===== src/dssa_pkg.sv =====
// package: register map, frame layout and status fields of the drive parameter bank
package dssa_pkg;
   // parameter indices carried in the frame index byte
   localparam logic [7:0] IDX_DRIVE_STATUS_WORD = 8'h74;
   localparam logic [7:0] IDX_NODE_ADDRESS = 8'h76;
   localparam logic [7:0] IDX_SHUTDOWN_OVERRIDE = 8'h77;
   // index byte top bit marks a read request
   localparam int IDX_READ_BIT = 7;
   localparam logic [6:0] IDX_MASK = 7'h7f;
   // reset values
   localparam logic [15:0] RST_DRIVE_STATUS_WORD = 16'h0000;
   localparam logic [7:0] RST_NODE_ADDRESS = 8'h01;
   localparam logic RST_SHUTDOWN_OVERRIDE = 1'b0;
   localparam logic [7:0] NODE_ADDRESS_MIN = 8'h01;
   // frame has six bytes: address, index, value lo, value hi, checksum lo, checksum hi
   localparam logic [2:0] FRAME_BYTES = 3'h6;
   localparam logic [2:0] FRAME_LAST = 3'h5;
   localparam logic [2:0] POS_ADDR = 3'h0;
   localparam logic [2:0] POS_INDEX = 3'h1;
   localparam logic [2:0] POS_VAL_LO = 3'h2;
   localparam logic [2:0] POS_VAL_HI = 3'h3;
   localparam logic [2:0] POS_CK_LO = 3'h4;
   // fault codes held in the status nibble
   localparam logic [3:0] FLT_NONE = 4'h0;
   localparam logic [3:0] FLT_STALL = 4'h1;
   localparam logic [3:0] FLT_UNDERVOLT = 4'h2;
   localparam logic [3:0] FLT_OVERVOLT = 4'h3;
   localparam logic [3:0] FLT_OVERCURRENT = 4'h4;
   localparam logic [3:0] FLT_INTERLOCK = 4'h5;
   localparam logic [3:0] FLT_OVERTEMP = 4'h6;
   localparam logic [3:0] FLT_EE_CHECKSUM = 4'h7;
   localparam logic [3:0] FLT_MOTOR_CHAR = 4'h8;
   // time after which a partial frame is dropped
   localparam int FRAME_GAP_NS = 1000000;
   localparam int CLK_PERIOD_NS = 4;

   // status word layout, msb first
   typedef struct packed {
      logic [3:0] fault_code;  // bits 15..12
      logic [4:0] reserved;    // bits 11..7, read zero
      logic shutdown_state;    // bit 6
      logic option_fitted;     // bit 5
      logic output1;           // bit 4
      logic [3:0] inputs;      // bits 3..0
   } dssa_status_t;

   typedef struct packed {
      logic [15:0] checksum;
      logic [15:0] value;
      logic [7:0] index;
      logic [7:0] addr;
   } dssa_frame_t;

   typedef enum logic [1:0] {
      ST_RECEIVE = 2'b01,
      ST_REPLY = 2'b10
   } dssa_state_t;

   // checksum is the 16-bit sum of the four leading frame bytes
   function automatic logic [15:0] dssa_frame_checksum(input logic [7:0] a, input logic [7:0] i,
                                              input logic [15:0] v);
      dssa_frame_checksum = 16'({8'h00, a}) + 16'({8'h00, i}) + 16'({8'h00, v[7:0]})
                   + 16'({8'h00, v[15:8]});
   endfunction
endpackage


===== src/dssa_bank.sv =====
// module: status, node address and shutdown override bank behind the serial frame port
`timescale 1ns/1ps
`default_nettype none
// Behaviour
// - status word packs inputs, output, option, shutdown, fault
// - fault nibble codes zero to eight, status resets zero
// - answer only frames carrying own address 1..255
// - override zero: shutdown pin alone disables drive
// - override one: drive disabled regardless of pin
// - override volatile, zero after reset
module dssa_bank
   import dssa_pkg::*;
#(
   parameter int GAP_CYCLES = FRAME_GAP_NS / CLK_PERIOD_NS
) (
   input wire logic clk,
   input wire logic resetn,
   input wire logic rx_valid,
   input wire logic [7:0] rx_data,
   output logic tx_valid,
   output logic [7:0] tx_data,
   input wire logic tx_ready,
   input wire logic [3:0] input_pins,
   input wire logic option_pin,
   input wire logic shutdown_pin,
   input wire logic output1_state,
   input wire logic [3:0] fault_code,
   output logic drive_disable,
   output logic [7:0] node_address
);
   logic rst_meta_q;
   logic rst_n;
   logic [5:0] pins_sync;
   dssa_status_t status_d;
   dssa_status_t status_q;
   logic [7:0] node_address_q;
   logic override_q;
   dssa_state_t state_q;
   logic [2:0] count_q;
   dssa_frame_t rx_q;
   logic [47:0] tx_q;
   logic [31:0] gap_q;
   wire frame_done;
   wire ck_ok;
   wire addr_ok;
   wire is_read;
   wire [7:0] index_w;
   wire idx_known;
   wire wr_node;
   wire wr_override;
   wire accept;
   wire gap_expired;
   wire [15:0] read_value;
   wire [15:0] reply_value;
   wire [15:0] full_value;
   wire node_value_ok;

   // reset released through two flops
   always_ff @(posedge clk or negedge resetn) begin
      if (!resetn) begin
         rst_meta_q <= 1'b0;
         rst_n <= 1'b0;
      end else begin
         rst_meta_q <= 1'b1;
         rst_n <= rst_meta_q;
      end
   end

   // pins come from outside the clock domain
   dssa_sync #(.WIDTH(6)) u_sync (
      .clk(clk),
      .rst_n(rst_n),
      .async_in({shutdown_pin, option_pin, input_pins}),
      .sync_out(pins_sync)
   );

   // disable is an or, so the override can only add a shutdown, never lift one
   assign drive_disable = override_q | pins_sync[5];

   // status word assembly; reserved bits read zero
   always_comb begin
      status_d.fault_code = fault_code;
      status_d.reserved = '0;
      status_d.shutdown_state = drive_disable;
      status_d.option_fitted = pins_sync[4];
      status_d.output1 = output1_state;
      status_d.inputs = pins_sync[3:0];
   end

   always_ff @(posedge clk or negedge rst_n) begin
      if (!rst_n) status_q <= dssa_status_t'(RST_DRIVE_STATUS_WORD);
      else status_q <= status_d;
   end

   // frame decode
   assign full_value = {rx_data, rx_q.value[7:0]};
   assign frame_done = (state_q == ST_RECEIVE) && rx_valid && (count_q == FRAME_LAST);
   assign ck_ok = ({rx_data, rx_q.checksum[7:0]}
                   == dssa_frame_checksum(rx_q.addr, rx_q.index, rx_q.value));
   assign addr_ok = (rx_q.addr == node_address_q);
   assign is_read = rx_q.index[IDX_READ_BIT];
   assign index_w = {1'b0, rx_q.index[6:0] & IDX_MASK};
   assign idx_known = (index_w == IDX_DRIVE_STATUS_WORD) || (index_w == IDX_NODE_ADDRESS)
                      || (index_w == IDX_SHUTDOWN_OVERRIDE);
   assign accept = frame_done && ck_ok && addr_ok && idx_known;
   assign wr_node = accept && !is_read && (index_w == IDX_NODE_ADDRESS);
   assign wr_override = accept && !is_read && (index_w == IDX_SHUTDOWN_OVERRIDE);
   assign node_value_ok = (rx_q.value[15:8] == 8'h00) && (rx_q.value[7:0] >= NODE_ADDRESS_MIN);
   assign gap_expired = (gap_q >= 32'(GAP_CYCLES));

   // value for a reply; the status read has no side effect
   assign read_value = (index_w == IDX_DRIVE_STATUS_WORD) ? 16'(status_q) :
                       (index_w == IDX_NODE_ADDRESS) ? {8'h00, node_address_q} :
                       {15'h0000, override_q};
   assign reply_value = read_value;

   // writable parameters; out-of-range node addresses are dropped
   always_ff @(posedge clk or negedge rst_n) begin
      if (!rst_n) begin
         node_address_q <= RST_NODE_ADDRESS;
         override_q <= RST_SHUTDOWN_OVERRIDE;
      end else begin
         if (wr_node && node_value_ok) node_address_q <= rx_q.value[7:0];
         if (wr_override) override_q <= rx_q.value[0];
      end
   end
   assign node_address = node_address_q;

   // receive bytes, then shift the reply out; bytes arriving during a reply are lost
   always_ff @(posedge clk or negedge rst_n) begin
      if (!rst_n) begin
         state_q <= ST_RECEIVE;
         count_q <= POS_ADDR;
         rx_q <= '0;
         tx_q <= '0;
         gap_q <= '0;
      end else begin
         case (state_q)
            ST_RECEIVE: begin
               if (rx_valid) begin
                  gap_q <= '0;
                  count_q <= frame_done ? POS_ADDR : 3'(count_q + 3'h1);
                  case (count_q)
                     POS_ADDR: rx_q.addr <= rx_data;
                     POS_INDEX: rx_q.index <= rx_data;
                     POS_VAL_LO: rx_q.value[7:0] <= rx_data;
                     POS_VAL_HI: rx_q.value[15:8] <= rx_data;
                     POS_CK_LO: rx_q.checksum[7:0] <= rx_data;
                     default: rx_q.checksum[15:8] <= rx_data;
                  endcase
                  if (accept) begin
                     state_q <= ST_REPLY;
                     count_q <= POS_ADDR;
                     tx_q <= {dssa_frame_checksum(node_address_q, rx_q.index, (is_read ? reply_value
                              : (wr_override ? {15'h0000, rx_q.value[0]} : (wr_node
                              && node_value_ok ? rx_q.value : reply_value)))),
                              (is_read ? reply_value : (wr_override ? {15'h0000, rx_q.value[0]}
                              : (wr_node && node_value_ok ? rx_q.value : reply_value))),
                              rx_q.index, node_address_q};
                  end
               end else if (count_q != POS_ADDR) begin
                  // a stalled partial frame is dropped so the next one starts clean
                  if (gap_expired) begin
                     count_q <= POS_ADDR;
                     gap_q <= '0;
                  end else begin
                     gap_q <= 32'(gap_q + 32'h1);
                  end
               end
            end
            ST_REPLY: begin
               if (tx_ready) begin
                  tx_q <= {8'h00, tx_q[47:8]};
                  if (count_q == FRAME_LAST) begin
                     state_q <= ST_RECEIVE;
                     count_q <= POS_ADDR;
                  end else begin
                     count_q <= 3'(count_q + 3'h1);
                  end
               end
            end
            default: state_q <= ST_RECEIVE;
         endcase
      end
   end

   assign tx_valid = (state_q == ST_REPLY);
   assign tx_data = tx_q[7:0];
endmodule
`default_nettype wire


===== src/dssa_sync.sv =====
// module: two-flop synchroniser for pin inputs
`timescale 1ns/1ps
`default_nettype none
module dssa_sync #(
   parameter int WIDTH = 1
) (
   input wire logic clk,
   input wire logic rst_n,
   input wire logic [WIDTH-1:0] async_in,
   output logic [WIDTH-1:0] sync_out
);
   logic [WIDTH-1:0] meta_q;

   // first stage feeds only the second stage
   always_ff @(posedge clk or negedge rst_n) begin
      if (!rst_n) begin
         meta_q <= '0;
         sync_out <= '0;
      end else begin
         meta_q <= async_in;
         sync_out <= meta_q;
      end
   end
endmodule
`default_nettype wire


===== config.mk =====
export PLATFORM = sky130hd
export DESIGN_NAME = dssa_bank
export DESIGN_NICKNAME = d
export VERILOG_FILES = /design/src/dssa_pkg.sv /design/src/dssa_bank.sv /design/src/dssa_sync.sv
export SDC_FILE = /design/constraint.sdc
export NUM_CORES = 1
export LEC_CHECK = 0
export BUFFER_PORTS_ARGS = -buffer_cell sky130_fd_sc_hd__buf_2
export CORE_MARGIN = 4
export CORE_UTILIZATION = 45
export CTS_BUF_LIST = sky130_fd_sc_hd__clkbuf_8
export CTS_CLUSTER_DIAMETER = 40
export DETAILED_ROUTE_END_ITERATION = 16
export GPL_TIMING_DRIVEN = 0
export MAX_ROUTING_LAYER = met4
export SLEW_MARGIN = 20
export SYNTH_ARGS = -nofsm -noshare
export SYNTH_HDL_FRONTEND = slang
export SYNTH_SLANG_ARGS = --single-unit

===== constraint.sdc =====
create_clock -name clk -period 5.2 [get_ports clk]
set_input_delay 0.78 -clock clk [delete_from_list [all_inputs] [get_ports clk]]
set_output_delay 0.78 -clock clk [all_outputs]
set_load 0.01 [all_outputs]

Word level (Yosys, flattened, before mapping) --
Cells that the tools add are included.
Word-level totals: ROM bits 0, bits in registers 159, memories 0, bits in writable memories 0, latch bits 0, word-level logic and storage cells 101
Operators by class: reduce and logical (&&, ||, !) cells 27, magnitude comparators 2, muxes and demuxes 25, add/subtract/negate cells 8, eq/ne operators 18, bitwise gates (word level) 1, shift-type cells 0, $mul 0, div/mod/pow operators 0
Operators by type and width (number):
- $mux W48 | 3
- $mux W32 | 3
- $pmux W48 S2 | 1
- $mux W16 | 4
- $add A32 B1 Y32 const B | 1
- $ge A32 B18 Y1 const B | 1
- $add A10 B8 Y11 | 2
- $eq A7 B7 Y1 const B | 3
- $mux W3 | 7
- $add A9 B8 Y10 | 2
- $add A8 B8 Y9 | 2
- $eq A16 B11 Y1 | 1
- $reduce_and A3 Y1 | 5
- $reduce_and A4 Y1 | 3
- $logic_and A1 B1 Y1 | 10
- $eq A8 B8 Y1 | 1
- $ge A8 B1 Y1 const B | 1
- $logic_not A8 Y1 | 1
- $mux W2 | 4
- $mux W8 | 1
- $eq A3 B2 Y1 const B | 2
- $eq A3 B3 Y1 const B | 2
- $pmux W3 S2 | 1
- $ne A2 B1 Y1 const B | 2
- 15 further kinds | 18

Longest topological paths before layout --
word-level depth 18, gate-level depth with buffers 28, mapped depth without buffers 26

By module --
From an unflattened synthesis, not the netlist that was laid out.
Unflattened totals: cell total of the unflattened synthesis 785, area, all modules 8255.4 um^2
By module, submodules not included:
- dssa_bank | instances 1, sequential area each 3530.9 um^2, cells an instance 773, area each 7955.1 um^2
- dssa_sync | instances 1, sequential area each 300.3 um^2, cells an instance 12, area each 300.3 um^2

Worst setup path before layout --
No wires, ideal clock.
kind flip-flop to flip-flop, start register rx_q[1] (netlist bit), end register tx_q[41], setup slack -1.050 ns, data required time 5.074 ns, path buffers 1, arrival 6.124 ns, setup time 0.126 ns, cell stages (with the launch flop) 26, path through dfrtp_1 -> fa_1 -> inv_1 -> fa_1 -> inv_1 -> ha_1 -> fa_1 -> xnor2_1 -> nand4_1 -> nor4_2 -> nand4b_1 -> nor4_4 -> buf_4 -> mux2i_1 -> fa_1 -> fa_1 -> inv_1 -> ha_1 -> nor2b_1 -> o21ai_0 -> nand2b_1 -> a21o_1 -> a21o_1 -> a21o_1 -> a21oi_1 -> o31ai_1
Between the ends: word-level cells in the longest chain between the ends 18, elaborated cells between the ends (all ways) 22
Ends and longest elaborated chain:
- from (decl) | RTL line dssa_bank.sv:40 | dssa_frame_t rx_q;
- $add A8 B8 Y9 | RTL line dssa_pkg.sv:62 | dssa_frame_checksum = 16'({8'h00, a}) + 16'({8'h00, i}) + 16'({8'h00, v[7:0]})
- $add A9 B8 Y10 | RTL line dssa_pkg.sv:62
- $add A10 B8 Y11 | RTL line dssa_pkg.sv:63 | + 16'({8'h00, v[15:8]});
- $eq A16 B11 Y1 | RTL line dssa_bank.sv:99 | == dssa_frame_checksum(rx_q.addr, rx_q.index, rx_q.value));
- $logic_and A1 B1 Y1 | RTL line dssa_bank.sv:105 | assign accept = frame_done && ck_ok && addr_ok && idx_known;
- $logic_and A1 B1 Y1 * (2 in series) | RTL line dssa_bank.sv:105
- $logic_and A1 B1 Y1 | RTL line dssa_bank.sv:106, dssa_bank.sv:107
- $logic_and A1 B1 Y1 | RTL line dssa_bank.sv:106 | assign wr_node = accept && !is_read && (index_w == IDX_NODE_ADDRESS);
- $logic_and A1 B1 Y1 | RTL line dssa_bank.sv:156 | && node_value_ok ? rx_q.value : reply_value)))),
- $mux W16 | RTL line dssa_bank.sv:156
- $mux W16 | RTL line dssa_bank.sv:155 | : (wr_override ? {15'h0000, rx_q.value[0]} : (wr_node
- $mux W16 | RTL line dssa_bank.sv:154 | tx_q <= {dssa_frame_checksum(node_address_q, rx_q.index, (is_read ? reply_value
- $add A9 B8 Y10 | RTL line dssa_pkg.sv:62
- $add A10 B8 Y11 | RTL line dssa_pkg.sv:63
- $mux W48 | RTL line dssa_bank.sv:151 | if (accept) begin
- $mux W48 | RTL line dssa_bank.sv:140 | if (rx_valid) begin
- $pmux W48 S2 | RTL line dssa_bank.sv:138 | case (state_q)
- to (signal assigned) | RTL line dssa_bank.sv:154
- to (signal assigned) | RTL line dssa_bank.sv:173 | tx_q <= {8'h00, tx_q[47:8]};
- to (decl) | RTL line dssa_bank.sv:41 | logic [47:0] tx_q;
Mark *: on every way between the ends. The rest lies on a longest branch, timed or not. The select of a mux whose other input is x is not followed. A chain may end at the register's enable or synchronous reset.

Worst setup path in the final report --
start register rx_q (netlist bit index_w[1]), end register tx_q[41]
Between the ends: word-level cells in the longest chain between the ends 18, elaborated cells between the ends (all ways) 29
Ends and longest elaborated chain (RTL line):
- $add A8 B8 Y9 | dssa_pkg.sv:62
- $add A9 B8 Y10 | dssa_pkg.sv:62
- $add A10 B8 Y11 | dssa_pkg.sv:63
- $eq A16 B11 Y1 | dssa_bank.sv:99
- $logic_and A1 B1 Y1 (3 in series) | dssa_bank.sv:105
- $logic_and A1 B1 Y1 | dssa_bank.sv:106, dssa_bank.sv:107
- $logic_and A1 B1 Y1 | dssa_bank.sv:106
- $logic_and A1 B1 Y1 | dssa_bank.sv:156
- $mux W16 | dssa_bank.sv:156
- $mux W16 | dssa_bank.sv:155
- $mux W16 | dssa_bank.sv:154
- $add A9 B8 Y10 | dssa_pkg.sv:62
- $add A10 B8 Y11 | dssa_pkg.sv:63
- $mux W48 | dssa_bank.sv:151
- $mux W48 | dssa_bank.sv:140
- $pmux W48 S2 | dssa_bank.sv:138
Parallel ways exist; a longest one is shown, timed or not. The select of a mux whose other input is x is not followed.

==> metrics.md <==
| Metric | Value |
|---|---|
| Status | finished, violations left |
| Failing checks | negative setup slack |
| Clock Skew | 0.0131 ns |
| RSZ-0062 raised after global routing | yes |
| Clock H-tree levels | 4 |
| Final Power | 6.60 mW |
| Yosys top cell area share | 0.450 |
| Synth warn | 0 |
| Initial antenna violation count | 0 |
| Fillers | 1,625 |
| ANT nets after route | 0 |
| Tmin final | 6.23 ns |
| Post-Syn Area | 0.00839 mm^2 |
| Critical path arrival | 6.57 ns |
| CTS Buf Count | 17 |
| Synthesized netlist cell count | 809 |
| Synth Area in XOR/XNOR | 0.0371 |
| Post-cts hold buffer count | 0 |
| Unique masters post-synth | 59 |
| Rows | 49 |
| Ys async rst share | 1.00 |
| Leakage | 4.35 nW |
| Via/cell ratio | 5.65 |
| Crit-path max FO | 4 |
| Num ports | 41 |
| Fmax | 161 MHz |
| Critical Path RT | 5.55 ns |
| Layout cell share with drive strength beyond 1 | 0.210 |
| Number of clock sinks | 153 |
| Core Util, Final | 0.532 |
| Core Area | 0.0181 mm^2 |
| Vias in the first global route | 6,335 |
| Synth Area in Compound Gates | 0.101 |
| Die ar. | 0.0209 mm^2 |
| Largest family of logic cells by synthesized area | simple AND/OR/NAND/NOR gates |
| # nets final | 971 |
| Root Driver | clkbuf_8 |
| Die Y | 145 um |
| CP Capture Type | register |
| PD cells | 684 mW/mm^2 |
| Total number of vias | 6,386 |
| Worst-Margin Slew | 0.847 ns |
| Clk_lat worst skew | 0.46 ns |
| Most common cell in the synthesized netlist | dfrtp_1 |
| Max cap viols | 0 |
| Initial Util | 0.463 |
| Slew Limit Fails | 0 |
| Chip Width | 145 um |
| Setup violators final | 9 |
| CTS clk-pin slew, worst paths | 0.09 ns |
| Detailed-route DRC error count | 0 |
| Synth cell count leaders | dfrtp_1, nand2_1, nor2_1 |
| Min-delay worst type | input pin to async pin |
| CTS max path bufs | 2 |
| Wirelength per Cell | 19.4 um |
| Final period util | 1.20 |
| Peak VDD IR | 528 uV |
| Gr ovfl total | 0 |
| PortBufs | 38 |
| Area share of and/or/nand/nor cells after synthesis | 0.156 |
| Area growth syn-to-layout | 15.0% |
| Dpl hpwl | 16.3 mm |
| Yosys reg bits | 153 |
| Fraction of synthesized area in multiplexers | 0.0850 |
| CTS tree | built |
| CP Class | register to register |
| Number of synthesized flops with an enable pin | 0 |
| Final wirelength | 21.9 mm |
| DRT iter0 DRCs | 489 |
| Largest cells by area after synthesis | dfrtp_1, fa_1, mux2_2 |
| Worst reg-to-reg path cell count | 26 |
| GPL Wtd Cong | 0.921 |
| Synth Flop Type | dfrtp_1 |
| Synth area leader | dfrtp_1 |
| Register area share after synthesis | 0.456 |
| Startpoint Class | register |
| Largest net degree at the start of global routing | 54 |
| Relative slew slack | 0.436 |
| Final Hold Viols | 0 |
| Post-place setup slack | -1.32 ns |
| Placed cell count | 1,081 |
| Synth Area in Adders | 0.117 |
| Wire length of the first global-routing pass | 34.9 mm |
| Total track usage | 0.226 |
| Antenna diodes | 0 |
| Router iterations before antenna repair | 7 |
| Slack of the critical path | -1.03 ns |
| Avg Cell Area, Syn | 10.4 um^2 |
| Final std cells w/o fill | 1,131 |
==> flip-flops by register name (all words and copies together) (netlist names) <==
signal,flops
count_q,3
full_value,8
gap_q,32
index_w,7
is_read,1
node_address,8
override_q,1
rst_meta_q,1
rst_n,1
rx_q,24
state_q,2
status_q,11
tx_q,42
u_sync.meta_q,6
u_sync.sync_out,6
==> final timing paths <==
check / start / to / slack, ns
worst max-delay path: index_w[1] / tx_q[41] / -1.03
min in group clk: u_sync.sync_out[1] / status_q[1] / 0.35
worst min-delay path: resetn / rst_n / 0.08
worst min register to register: u_sync.sync_out[1] / status_q[1] / 0.35
worst max register to register: index_w[1] / tx_q[41] / -1.03
max in group asynchronous: rst_n / node_address[0] / 4.08
==> placed cells by master, fill, tap and decap left out, drive strengths merged, types with 10 or more instances in the layout <==
cell type    n
buf         75
o22ai       10
a21oi       28
xor2        10
xnor2       23
mux2        39
o21ai       49
nor2        60
ha          27
mux2i       27
nand3       22
fa          32
nand4       13
nor4        14
nor2b       11
inv         59
a31oi       14
nand2       95
dfrtp      151
clkbuf      39
and3        12
nor3        13
==> critical path: stages (launching register included) <==
cell and delay [ns]:
dfrtp_1 0.41, fa_1 0.54, inv_1 0.05, fa_1 0.49
inv_2 0.05, ha_4 0.16, fa_2 0.54, xnor2_1 0.11
nand4_1 0.16, nor4_2 0.18, nand4b_1 0.14, buf_4 0.18
nor4_4 0.27, buf_6 0.19, buf_6 0.12, mux2i_4 0.24
fa_2 0.51, fa_1 0.54, inv_2 0.04, ha_4 0.22
o21ai_2 0.05, nand2b_1 0.12, a21o_1 0.18, a21o_1 0.18
a21o_1 0.17, a21oi_2 0.20, o31ai_1 0.10
==> stage by stage <==
stage          TNS (ns)  hold slack (ns)  area, um^2
2_1_floorplan     -1.36            0.331        8480
3_3_place_gp    -165.97            0.332        8960
3_5_place_dp      -8.05            0.335        9020
4_1_cts           -5.33           0.0545        9600
5_1_grt           -7.59           0.0450        9650
6_report          -6.02           0.0845        9650
==> per-layer routing <==
| metal | vias up | part of all wire | GRT usage |
|---|---|---|---|
| li1 | 2947 | - | - |
| met1 | 3199 | 0.46 | 0.317 |
| met2 | 194 | 0.46 | 0.344 |
| met3 | 46 | 0.050 | 0.0374 |
| met4 | 0 | 0.025 | 0.0604 |
| met5 | - | 0 | - |
==> power breakdown <==
part	switching (mW)	internal, mW
clock	0.505	0.395
combinational	2.15	1.89
sequential	0.289	1.37
==> layout make-up <==
class	count	area (um^2)	area share
buffer	37	203	0.0210
clock buffer	17	234	0.0242
clock inverter	15	155	0.0161
inverter	51	191	0.0198
multi-input combinational	569	4350	0.450
sequential	153	3830	0.397
tap	229	287	0.0297
timing repair buffer	60	403	0.0417
==> logic make-up after synthesis <==
kind of cell / Yosys count
simple gates: 268
other cells: 2
mux: 66
buf+inv: 90
xor+xnor: 34
flops: 153
compound gates: 137
fa+ha+maj: 59
==> repair_timing <==
action / in CTS / in global routing
gates cloned: 0 / 0
pin swaps: 13 / 9
setup endpoints to repair: 10 / 9
gates resized for setup: 19 / 7
setup buffers: 17 / 4
(Power assumes the default switching activity.)
